===== src/rtl/lcdr_pkg.sv =====
// Constants and types shared by the logic cell distributed RAM block
package lcdr_pkg;

    // Table geometry
    localparam int TABLE_DEPTH = 16;
    localparam int TABLE_AW    = 4;

    // Storage arrangement of the cell
    typedef enum logic [1:0] {
        MODE_16X2,
        MODE_16X1,
        MODE_32X1,
        MODE_DUAL
    } lcdr_mode_t;

    // Register byte offsets
    localparam logic [31:0] OFF_CONTROL     = 32'h0000_0000;
    localparam logic [31:0] OFF_LOGIC_TABLE = 32'h0000_0004;
    localparam logic [31:0] OFF_INIT_F      = 32'h0000_0008;
    localparam logic [31:0] OFF_INIT_G      = 32'h0000_000c;
    localparam logic [31:0] OFF_F_CONTENT   = 32'h0000_0010;
    localparam logic [31:0] OFF_G_CONTENT   = 32'h0000_0014;
    localparam logic [31:0] OFF_WRITE_COUNT = 32'h0000_0018;

    // Control register field positions
    localparam int CTL_MODE_LSB  = 0;
    localparam int CTL_LEVEL_BIT = 2;
    localparam int CTL_WINV_BIT  = 3;
    localparam int CTL_FINV_BIT  = 4;
    localparam int CTL_LOAD_BIT  = 5;
    localparam int CTL_XSEL_LSB  = 6;
    localparam int CTL_YSEL_LSB  = 8;

    // Values after reset
    localparam logic [7:0]  LOGIC_TABLE_RESET = 8'h00;
    localparam logic [15:0] INIT_RESET        = 16'h0000;
    localparam logic [15:0] COUNT_RESET       = 16'h0000;

    // Flip-flop capture sources
    localparam logic [1:0] SEL_TABLE = 2'h0;
    localparam logic [1:0] SEL_LOGIC = 2'h1;
    localparam logic [1:0] SEL_DATA0 = 2'h2;

    // Bus responses
    localparam logic [1:0] RESP_OKAY   = 2'h0;
    localparam logic [1:0] RESP_SLVERR = 2'h2;

endpackage


===== src/rtl/lcdr_cell.sv =====
// Logic cell distributed RAM: two lookup tables as memory, logic table, flip-flops, AXI4-Lite control
//
// How it works
// RULE1: clocked mode writes data at address on active edge only if enable high.
// RULE2: address, data and enable are sampled together at the edge; enable is a plain enable.
// RULE3: write clock acts on rising edge by default, falling edge when configured.
// RULE4: write clock shares the flip-flop clock, each with its own inversion option.
// RULE5: one write-clock polarity serves both tables when both are memory.
// RULE6: write enable is active high and has no inversion option.
// RULE7: user keeps the phase after each active edge under one millisecond, never stopped.
// RULE8: 32-deep mode gives both tables the same low address; fifth bit selects table.
// RULE9: 16-deep modes keep the logic table and flip-flop capture choices usable.
// RULE10: dual-port mode joins both tables into one 16x1 array, two read ports.
// RULE11: dual-port mode reads and writes in one cycle, even at the same address.
// RULE12: dual-port mode always writes on the clock edge, never level-sensitive.
// RULE13: dual-port primary address reads and writes the first table; primary output shows it.
// RULE14: dual-port second table writes at primary address, reads at second read address.
// RULE15: secondary output shows the word at the second read address.
// RULE16: level mode writes the addressed word while enable high; data changes overwrite it.
// RULE17: user settles address before raising enable and drops enable before address changes.
// RULE18: user holds write data stable around the falling edge of enable.
// RULE19: user should derive the level write pulse from a double-rate or falling clock edge.
// RULE20: new designs should use the clocked write mode.
// RULE21: contents load from the initial words, or all zeros when none given.
// RULE22: contents change only on load or write; global set/reset leaves them alone.
// RULE23: reads are combinational from the addresses in every mode.
// RULE24: 32-deep mode uses the second data input as fifth address bit, first as data.
// RULE25: the selected write timing mode applies to both tables.
// RULE26: after a clocked write, the new value reads with no extra cycle.
//
// Our own choices: register access over AXI4-Lite and the placing of the registers.
`timescale 1ns/10ps
module lcdr_cell (
    // Clock and reset
    input  wire logic                           clk,
    input  wire logic                           reset,
    // AXI4-Lite write address and data
    input  wire logic [31:0]                    s_axi_awaddr,
    input  wire logic                           s_axi_awvalid,
    output logic                                s_axi_awready,
    input  wire logic [31:0]                    s_axi_wdata,
    input  wire logic [3:0]                     s_axi_wstrb,
    input  wire logic                           s_axi_wvalid,
    output logic                                s_axi_wready,
    // AXI4-Lite write response
    output logic [1:0]                          s_axi_bresp,
    output logic                                s_axi_bvalid,
    input  wire logic                           s_axi_bready,
    // AXI4-Lite read
    input  wire logic [31:0]                    s_axi_araddr,
    input  wire logic                           s_axi_arvalid,
    output logic                                s_axi_arready,
    output logic [31:0]                         s_axi_rdata,
    output logic [1:0]                          s_axi_rresp,
    output logic                                s_axi_rvalid,
    input  wire logic                           s_axi_rready,
    // Memory user inputs
    input  wire logic [lcdr_pkg::TABLE_AW-1:0]  f_address,
    input  wire logic [lcdr_pkg::TABLE_AW-1:0]  g_address,
    input  wire logic [lcdr_pkg::TABLE_AW-1:0]  second_read_address,
    input  wire logic                           first_data_input,
    input  wire logic                           second_data_input,
    input  wire logic                           write_enable,
    input  wire logic                           write_clock,
    input  wire logic                           global_set_reset,
    // Memory user outputs
    output logic                                primary_read_out,
    output logic                                secondary_read_out,
    output logic                                logic_out,
    output logic                                x_q,
    output logic                                y_q
);

    localparam int DEPTH = lcdr_pkg::TABLE_DEPTH;
    localparam int AW    = lcdr_pkg::TABLE_AW;

    typedef struct packed {
        logic                  wclk_prev;
        logic                  aw_held;
        logic [31:0]           awaddr;
        logic                  w_held;
        logic [31:0]           wdata;
        logic [3:0]            wstrb;
        logic                  bvalid;
        logic [1:0]            bresp;
        logic                  rvalid;
        logic [31:0]           rdata;
        logic [1:0]            rresp;
        lcdr_pkg::lcdr_mode_t  mode;
        logic                  level_mode;
        logic                  wclk_inv;
        logic                  flop_inv;
        logic [1:0]            x_sel;
        logic [1:0]            y_sel;
        logic                  load;
        logic [7:0]            logic_table;
        logic [DEPTH-1:0]      init_f;
        logic [DEPTH-1:0]      init_g;
        logic [15:0]           write_count;
        logic                  x_q;
        logic                  y_q;
    } lcdr_state_t;

    lcdr_state_t st_ff;
    lcdr_state_t nxt_st;

    logic [1:0]          tbl_wr_en;
    logic [AW-1:0]       tbl_wr_addr [2];
    logic [1:0]          tbl_wr_data;
    logic [AW-1:0]       tbl_rd_addr [2];
    logic [1:0]          tbl_rd_data;
    logic [DEPTH-1:0]    tbl_init [2];
    logic [DEPTH-1:0]    tbl_contents [2];
    logic                level_active;
    logic                wclk_edge;
    logic                flop_edge;
    logic                write_pulse;
    logic                is_32;
    logic                is_dual;
    logic                is_16x2;
    logic [31:0]         control_word;

    ////////////////////////////////////////////////////////////////////////////
    // Helpers

    function automatic logic [31:0] merge_strobes(input logic [31:0] old_v,
                                                  input logic [31:0] new_v,
                                                  input logic [3:0]  strb);
        logic [31:0] res;
        res = old_v;
        for (int i = 0; i < 4; i++) begin
            if (strb[i]) begin
                res[i*8 +: 8] = new_v[i*8 +: 8];
            end
        end
        return res;
    endfunction

    function automatic logic pick_source(input logic [1:0] sel,
                                         input logic       table_v,
                                         input logic       logic_v,
                                         input logic       data_v);
        case (sel)
            lcdr_pkg::SEL_TABLE: pick_source = table_v;
            lcdr_pkg::SEL_LOGIC: pick_source = logic_v;
            lcdr_pkg::SEL_DATA0: pick_source = data_v;
            default:             pick_source = table_v;
        endcase
    endfunction

    ////////////////////////////////////////////////////////////////////////////
    // Memory datapath

    assign is_32   = (st_ff.mode == lcdr_pkg::MODE_32X1);
    assign is_dual = (st_ff.mode == lcdr_pkg::MODE_DUAL);
    assign is_16x2 = (st_ff.mode == lcdr_pkg::MODE_16X2);

    // Write clock is sampled as a level; its edge is found against last sample
    assign wclk_edge = st_ff.wclk_inv ? (~write_clock & st_ff.wclk_prev)     // RULE3 RULE5
                                      : (write_clock & ~st_ff.wclk_prev);
    assign flop_edge = st_ff.flop_inv ? (~write_clock & st_ff.wclk_prev)     // RULE4
                                      : (write_clock & ~st_ff.wclk_prev);

    assign level_active = st_ff.level_mode & ~is_dual;                       // RULE12 RULE25
    // Level mode writes on every cycle enable is high, so late data overwrites
    assign write_pulse  = level_active ? write_enable                        // RULE16 RULE6
                                       : (wclk_edge & write_enable);         // RULE1 RULE2

    // Table 0 is the first table, table 1 the second
    assign tbl_wr_en[0]   = write_pulse & ~(is_32 & second_data_input);      // RULE8 RULE24
    assign tbl_wr_en[1]   = write_pulse & (is_16x2 | is_dual | (is_32 & second_data_input)); // RULE10
    assign tbl_wr_addr[0] = f_address;                                       // RULE13
    assign tbl_wr_addr[1] = is_16x2 ? g_address : f_address;                 // RULE14 RULE8
    assign tbl_wr_data[0] = first_data_input;
    assign tbl_wr_data[1] = is_16x2 ? second_data_input : first_data_input;  // RULE24
    assign tbl_rd_addr[0] = f_address;                                       // RULE13 RULE23
    assign tbl_rd_addr[1] = is_dual ? second_read_address                    // RULE14 RULE15
                                    : (is_32 ? f_address : g_address);
    assign tbl_init[0]    = st_ff.init_f;
    assign tbl_init[1]    = st_ff.init_g;

    generate
        for (genvar t = 0; t < 2; t++) begin : g_table
            lcdr_table #(
                .DEPTH (DEPTH),
                .AW    (AW)
            ) u_table (
                .clk       (clk),
                .reset     (reset),
                .wr_en     (tbl_wr_en[t]),
                .wr_addr   (tbl_wr_addr[t]),
                .wr_data   (tbl_wr_data[t]),
                .load_en   (st_ff.load),                                     // RULE21 RULE22
                .load_word (tbl_init[t]),
                .rd_addr   (tbl_rd_addr[t]),
                .rd_data   (tbl_rd_data[t]),                                 // RULE11 RULE26
                .contents  (tbl_contents[t])
            );
        end
    endgenerate

    assign primary_read_out   = (is_32 & second_data_input) ? tbl_rd_data[1] : tbl_rd_data[0]; // RULE8
    assign secondary_read_out = (is_16x2 | is_dual) ? tbl_rd_data[1] : 1'b0; // RULE15
    assign logic_out          = st_ff.logic_table[{second_data_input, tbl_rd_data[1], tbl_rd_data[0]}]; // RULE9
    assign x_q                = st_ff.x_q;
    assign y_q                = st_ff.y_q;

    assign control_word = {22'h0, st_ff.y_sel, st_ff.x_sel, 1'b0, st_ff.flop_inv,
                           st_ff.wclk_inv, st_ff.level_mode, st_ff.mode};

    ////////////////////////////////////////////////////////////////////////////
    // Next state

    always_comb begin
        logic [31:0] merged;
        merged = 32'h0;
        nxt_st = st_ff;
        nxt_st.wclk_prev = write_clock;
        nxt_st.load      = 1'b0;

        if (write_pulse) begin
            nxt_st.write_count = st_ff.write_count + 16'h0001;
        end

        // Flip-flops clear on global set/reset; the tables do not
        if (global_set_reset) begin                                          // RULE22
            nxt_st.x_q = 1'b0;
            nxt_st.y_q = 1'b0;
        end else if (flop_edge) begin                                        // RULE4 RULE9
            nxt_st.x_q = pick_source(st_ff.x_sel, primary_read_out, logic_out, first_data_input);
            nxt_st.y_q = pick_source(st_ff.y_sel, tbl_rd_data[1], logic_out, first_data_input);
        end

        // Write channel: address and data taken in either order
        if (st_ff.bvalid && s_axi_bready) begin
            nxt_st.bvalid = 1'b0;
        end
        if (s_axi_awvalid && s_axi_awready) begin
            nxt_st.aw_held = 1'b1;
            nxt_st.awaddr  = s_axi_awaddr;
        end
        if (s_axi_wvalid && s_axi_wready) begin
            nxt_st.w_held = 1'b1;
            nxt_st.wdata  = s_axi_wdata;
            nxt_st.wstrb  = s_axi_wstrb;
        end
        if (st_ff.aw_held && st_ff.w_held) begin
            nxt_st.aw_held = 1'b0;
            nxt_st.w_held  = 1'b0;
            nxt_st.bvalid  = 1'b1;
            nxt_st.bresp   = lcdr_pkg::RESP_OKAY;
            case (st_ff.awaddr)
                lcdr_pkg::OFF_CONTROL: begin
                    merged            = merge_strobes(control_word, st_ff.wdata, st_ff.wstrb);
                    nxt_st.mode       = lcdr_pkg::lcdr_mode_t'(merged[lcdr_pkg::CTL_MODE_LSB +: 2]);
                    nxt_st.level_mode = merged[lcdr_pkg::CTL_LEVEL_BIT];
                    nxt_st.wclk_inv   = merged[lcdr_pkg::CTL_WINV_BIT];
                    nxt_st.flop_inv   = merged[lcdr_pkg::CTL_FINV_BIT];
                    nxt_st.load       = merged[lcdr_pkg::CTL_LOAD_BIT];
                    nxt_st.x_sel      = merged[lcdr_pkg::CTL_XSEL_LSB +: 2];
                    nxt_st.y_sel      = merged[lcdr_pkg::CTL_YSEL_LSB +: 2];
                end
                lcdr_pkg::OFF_LOGIC_TABLE: begin
                    merged             = merge_strobes({24'h0, st_ff.logic_table}, st_ff.wdata, st_ff.wstrb);
                    nxt_st.logic_table = merged[7:0];
                end
                lcdr_pkg::OFF_INIT_F: begin
                    merged        = merge_strobes({16'h0, st_ff.init_f}, st_ff.wdata, st_ff.wstrb);
                    nxt_st.init_f = merged[DEPTH-1:0];
                end
                lcdr_pkg::OFF_INIT_G: begin
                    merged        = merge_strobes({16'h0, st_ff.init_g}, st_ff.wdata, st_ff.wstrb);
                    nxt_st.init_g = merged[DEPTH-1:0];
                end
                lcdr_pkg::OFF_F_CONTENT, lcdr_pkg::OFF_G_CONTENT, lcdr_pkg::OFF_WRITE_COUNT: begin
                    nxt_st.bresp = lcdr_pkg::RESP_OKAY;
                end
                default: begin
                    nxt_st.bresp = lcdr_pkg::RESP_SLVERR;
                end
            endcase
        end

        // Read channel
        if (st_ff.rvalid && s_axi_rready) begin
            nxt_st.rvalid = 1'b0;
        end
        if (s_axi_arvalid && s_axi_arready) begin
            nxt_st.rvalid = 1'b1;
            nxt_st.rresp  = lcdr_pkg::RESP_OKAY;
            case (s_axi_araddr)
                lcdr_pkg::OFF_CONTROL:     nxt_st.rdata = control_word;
                lcdr_pkg::OFF_LOGIC_TABLE: nxt_st.rdata = {24'h0, st_ff.logic_table};
                lcdr_pkg::OFF_INIT_F:      nxt_st.rdata = {16'h0, st_ff.init_f};
                lcdr_pkg::OFF_INIT_G:      nxt_st.rdata = {16'h0, st_ff.init_g};
                lcdr_pkg::OFF_F_CONTENT:   nxt_st.rdata = {16'h0, tbl_contents[0]};
                lcdr_pkg::OFF_G_CONTENT:   nxt_st.rdata = {16'h0, tbl_contents[1]};
                lcdr_pkg::OFF_WRITE_COUNT: nxt_st.rdata = {16'h0, st_ff.write_count};
                default: begin
                    nxt_st.rdata = 32'h0;
                    nxt_st.rresp = lcdr_pkg::RESP_SLVERR;
                end
            endcase
        end
    end

    always_ff @(posedge clk or posedge reset) begin
        if (reset) begin
            st_ff             <= '0;
            st_ff.mode        <= lcdr_pkg::MODE_16X2;
            st_ff.logic_table <= lcdr_pkg::LOGIC_TABLE_RESET;
            st_ff.init_f      <= lcdr_pkg::INIT_RESET;
            st_ff.init_g      <= lcdr_pkg::INIT_RESET;
            st_ff.write_count <= lcdr_pkg::COUNT_RESET;
        end else begin
            st_ff <= nxt_st;
        end
    end

    ////////////////////////////////////////////////////////////////////////////
    // Bus handshakes

    // One write and one read at a time: channels stall while an answer waits
    assign s_axi_awready = ~st_ff.aw_held & ~st_ff.bvalid;
    assign s_axi_wready  = ~st_ff.w_held & ~st_ff.bvalid;
    assign s_axi_bvalid  = st_ff.bvalid;
    assign s_axi_bresp   = st_ff.bresp;
    assign s_axi_arready = ~st_ff.rvalid;
    assign s_axi_rvalid  = st_ff.rvalid;
    assign s_axi_rdata   = st_ff.rdata;
    assign s_axi_rresp   = st_ff.rresp;

endmodule


===== src/rtl/lcdr_table.sv =====
// One 16x1 lookup table used as memory: one write port, one combinational read port
`timescale 1ns/10ps
module lcdr_table #(
    parameter int DEPTH = 16,
    parameter int AW    = 4
) (
    // Clock and reset
    input  wire logic             clk,
    input  wire logic             reset,
    // Write port
    input  wire logic             wr_en,
    input  wire logic [AW-1:0]    wr_addr,
    input  wire logic             wr_data,
    // Initial contents load
    input  wire logic             load_en,
    input  wire logic [DEPTH-1:0] load_word,
    // Read port
    input  wire logic [AW-1:0]    rd_addr,
    output logic                  rd_data,
    output logic [DEPTH-1:0]      contents
);

    typedef struct packed {
        logic [DEPTH-1:0] bits;
    } lcdr_table_state_t;

    lcdr_table_state_t st_ff;
    lcdr_table_state_t nxt_st;

    always_comb begin
        nxt_st = st_ff;
        if (load_en) begin
            nxt_st.bits = load_word;
        end else if (wr_en) begin
            nxt_st.bits[wr_addr] = wr_data;
        end
    end

    always_ff @(posedge clk or posedge reset) begin
        if (reset) begin
            st_ff <= '0;
        end else begin
            st_ff <= nxt_st;
        end
    end

    // No output register: a write shows at the next read with no added cycle
    assign rd_data  = st_ff.bits[rd_addr];
    assign contents = st_ff.bits;

endmodule


===== config.mk =====
export PLATFORM = sky130hd
export DESIGN_NAME = lcdr_cell
export DESIGN_NICKNAME = d
export VERILOG_FILES = /design/src/rtl/lcdr_pkg.sv /design/src/rtl/lcdr_cell.sv /design/src/rtl/lcdr_table.sv
export SDC_FILE = /design/constraint.sdc
export NUM_CORES = 1
export LEC_CHECK = 0
export ABC_AREA = 1
export BUFFER_PORTS_ARGS = -buffer_cell sky130_fd_sc_hd__buf_2
export CAP_MARGIN = 20
export CORE_MARGIN = 2
export CORE_UTILIZATION = 55
export CTS_BUF_LIST = sky130_fd_sc_hd__clkbuf_8 sky130_fd_sc_hd__clkbuf_16
export CTS_CLUSTER_DIAMETER = 30
export DETAILED_ROUTE_END_ITERATION = 10
export GPL_TIMING_DRIVEN = 0
export MAX_ROUTING_LAYER = met4
export PLACE_DENSITY = 0.79
export SKIP_CTS_REPAIR_TIMING = 1
export SYNTH_ARGS = -nofsm -noshare
export SYNTH_HDL_FRONTEND = slang
export SYNTH_SLANG_ARGS = --single-unit
export TNS_END_PERCENT = 20

===== constraint.sdc =====
create_clock -name clk -period 13.53 [get_ports clk]
set_input_delay 2.0295 -clock clk [delete_from_list [all_inputs] [get_ports clk]]
set_output_delay 2.0295 -clock clk [all_outputs]
set_load 0.01 [all_outputs]

==> summary.log <==
qor: logic_synthesis.synth_seq_area_share 46.5%
qor: run.drv_cap 0
qor: power_and_ir_drop.power_leakage 5.30 nW
qor: global_routing.globalRoute.totalOverflow 0
qor: logic_synthesis.synthesis.instances 1120
qor: final_layout.diodes 0
qor: die.fp.coreArea 16600 sq um
qor: final_layout.area.growth.synth_to_final 17.5%
qor: setup_path.crit_fanout 5
qor: die.initial_cell_density_of_the_core 56.1%
qor: sta.worst_slew_margin_relative_to_its_limit 56.0%
qor: sta.worst_pin_slew 0.655 ns
qor: power_and_ir_drop.ir_worst_vdd 0.137 mV
qor: final_layout.layout.cells.most_common_list sky130_fd_sc_hd__nand2_1, sky130_fd_sc_hd__dfrtp_1, sky130_fd_sc_hd__buf_2
qor: sta.skew 0.0122 ns
qor: setup_path.cp_cell_sequence buf_2 -> inv_1 -> nand2_1 -> inv_1 -> a22oi_1 -> nand2_1 -> nand2_1 -> nand4_1 -> nand3b_2 -> and2_2 -> buf_2
qor: die.placement_rows 47
qor: hold_path.min_path_type reg2reg
qor: setup_path.cp_slowest_stage_delay 0.30 ns
qor: hold_path.min_path_cells 2
qor: clock_tree.clk_latency 0.44 ns
qor: logic_synthesis.mean_instance_size_in_the_synthesized_netlist 8.31 sq um
qor: logic_synthesis.netlist-cell-type-count 51
qor: global_routing.grt_start_max_net_pins 106
qor: routing.wire_per_inst 17.0 microns
qor: sta.rsz0062_at_grt no
qor: setup_path.worst_r2r_path_depth 9
qor: routing.num_vias 8617
qor: global_routing.grt_first_pass_wirelength 41.1 mm
qor: setup_path.critPathRequiredTime 11.50 ns
qor: placed_design.place_congestion 0.975
qor: global_routing.gr-usage-all-layers 30.2%
qor: final_layout.final_nets 1421
qor: logic_synthesis.ys_async_sr_fraction 100%
qor: power_and_ir_drop.post_route_total_power 1.49 mW
qor: clock_tree.tritoncts done
qor: routing.drc 0
qor: setup_path.critical-path-top-cell-by-count sky130_fd_sc_hd__nand2_1
qor: routing.drt-total-wl 25.9 mm
qor: logic_synthesis.synth_ff_type sky130_fd_sc_hd__dfrtp_1
qor: setup_path.criticalPathCategory in2out
qor: sta.setup_viol 0
qor: setup_path.cp-startpoint f_address[0]
qor: logic_synthesis.yosys.area.top_type sky130_fd_sc_hd__dfrtp_1
qor: clock_tree.cts_root_buf sky130_fd_sc_hd__clkbuf_16
qor: final_layout.seq_area 4330 sq um
qor: clock_tree.number_of_buffers_on_the_longest_clock_path 2
qor: setup_path.path_delay_family simple AND/OR/NAND/NOR gates
qor: global_routing.grt_pass1_vias 8148
qor: die.floorplan.io_pins 170
qor: clock_tree.clock_slew_at_reported_path_ffs 0.07 ns
qor: logic_synthesis.mappedNetlistArea 9300 sq um
qor: routing.drtAntennaViolNets 0
qor: sta.finalHoldViolCount 0
qor: logic_synthesis.netlist_top_cells_area sky130_fd_sc_hd__dfrtp_1, sky130_fd_sc_hd__nand2_1, sky130_fd_sc_hd__nand3_1
qor: sta.layout_worst_path_cycle_share 43.1%
qor: die.die_y 134 microns
qor: setup_path.critical_path_buf_inv_count 4
qor: placed_design.port_buffers 132
qor: clock_tree.tritoncts.num_buffers 17
qor: logic_synthesis.synth-seq-cells 173
qor: status.status complete, no violations
qor: final_layout.mostFrequentLayoutCell sky130_fd_sc_hd__nand2_1
qor: setup_path.timing.rr.end g_table[1].u_table.contents[13]$_DFFE_PP0P_
qor: setup_path.setup.reg_to_reg.worst_slack 10.90 ns
qor: routing.1st_iter_drt_viols 828
qor: placed_design.dp_hpwl 19.6 mm
qor: setup_path.cp_data_arrival_time 3.80 ns
qor: die.die_outline_area 18000 sq um
qor: power_and_ir_drop.pwr_density_cell 136 nW/um^2
qor: routing.drt_pass1_iterations 8
qor: sta.period_minus_slack 5.83 ns
qor: die.fp.dieW 134 microns
qor: routing.drt-vias-per-instance 5.66
qor: global_routing.initial_antenna_violation_count 0
qor: final_layout.num-fill-cells 1423
qor: logic_synthesis.synth_edf_count 0
qor: hold_path.min_delay_worst_endpoint x_q$_DFFE_PP0P_
qor: setup_path.critPathSlowestCell sky130_fd_sc_hd__nand3b_2
qor: setup_path.critPathLaunchType input pin
qor: sta.tns 0 ns
qor: sta.timing.final.max_slew_violations 0
qor: setup_path.end_kind primary output
qor: clock_tree.number_of_h_tree_levels 4
qor: setup_path.worst_reg2reg_startpoint control_word[1]$_DFFE_PP0P_
qor: logic_synthesis.synth.top_cell.area_share 46.5%
qor: final_layout.multi_input_area 4130 sq um
qor: final_layout.share_of_post_route_cells_with_drive_strength_above_1 21.4%
qor: sta.max_clock_freq 171 MHz
qor: clock_tree.cts.sink_count 173
qor: logic_synthesis.yosys_warnings 0
qor: hold_path.worst_hold_startpoint x_q$_DFFE_PP0P_
## worst max path at each step
stage / endpoint / slack [ns] / cells after the start
finish: logic_out / 7.70 / 11
global route: logic_out / 7.58 / 11
CTS: logic_out / 7.74 / 11
detailed placement: logic_out / 7.78 / 11
global placement: st_ff[9]$_DFFE_PP0P_ / 4.99 / 2
floorplan: control_word[0]$_DFFE_PP0P_ / 6.81 / 1
## flip-flops by register name, summed over array words and instances, names as in the netlist
register	flops
st_ff	110
s_axi_bresp	1
y_q	1
s_axi_rdata	16
control_word	9
s_axi_rresp	1
g_table.u_table.contents	32
x_q	1
s_axi_bvalid	1
s_axi_rvalid	1
## layer usage
metal	GRT usage, %	share of wire (%)
met4	11.6	3.4
met2	48.9	47
met3	5.56	8.9
met1	38.1	40
met5	-	0
## per-stage QoR
stage	hold slack (ns)	area [sq um]	util, %	std cells	worst slack (ns)
global placement	0.461	10300	62.1	1489	4.99
finish	0.483	10900	65.9	1522	7.70
detailed placement	0.465	10300	62.3	1490	7.78
floorplan	0.450	9370	-	1137	6.81
CTS	0.484	10900	65.9	1522	7.74
global route	0.499	10900	65.9	1522	7.58
## synthesized netlist by cell type, drive strengths merged (2+ instances only)
| cell type | number |
|---|---|
| nand3b | 4 |
| o21ai | 100 |
| a311oi | 2 |
| nor4 | 15 |
| xor2 | 15 |
| a21boi | 2 |
| a211oi | 6 |
| o211ai | 12 |
| inv | 132 |
| o31ai | 5 |
| ha | 8 |
| dfrtp | 173 |
| nand3 | 131 |
| nand4 | 10 |
| a21o | 2 |
| mux2 | 27 |
| clkbuf | 18 |
| nor2 | 98 |
| nand2 | 200 |
| o221ai | 15 |
| o22ai | 3 |
| a21oi | 39 |
| nor3 | 28 |
| o311ai | 2 |
| a22oi | 17 |
| and2 | 2 |
| buf | 48 |
## report_power, final
group / total, mW / internal (mW) / switching, mW
registers: 0.704 / 0.626 / 0.0780
clock network: 0.488 / 0.251 / 0.236
logic: 0.300 / 0.124 / 0.177
## cells by family after synthesis
kind of cell	Yosys count	synth area share, %
flops	173	46.5
compound gates	206	13.2
mux	27	3.27
other cells	1	0.0403
fa+ha+maj	8	1.08
xor+xnor	15	1.41
buf+inv	198	9.80
simple gates	492	24.7
## area by class of cell
cell class	instances	share of cell area [%]
multi-input combinational	766	37.8
inverter	132	4.60
tap	220	2.52
sequential	173	39.6
buffer	66	3.81
timing repair buffer	133	6.30
clock buffer	18	4.02
clock inverter	14	1.39
## worst min-delay path: cells and delay by family (launching register included)
kind             cells  cell delay (ns)
DFF                  1             0.34
and+or+nand+nor      2             0.11
Note: power is estimated with default switching activity, not from simulation.
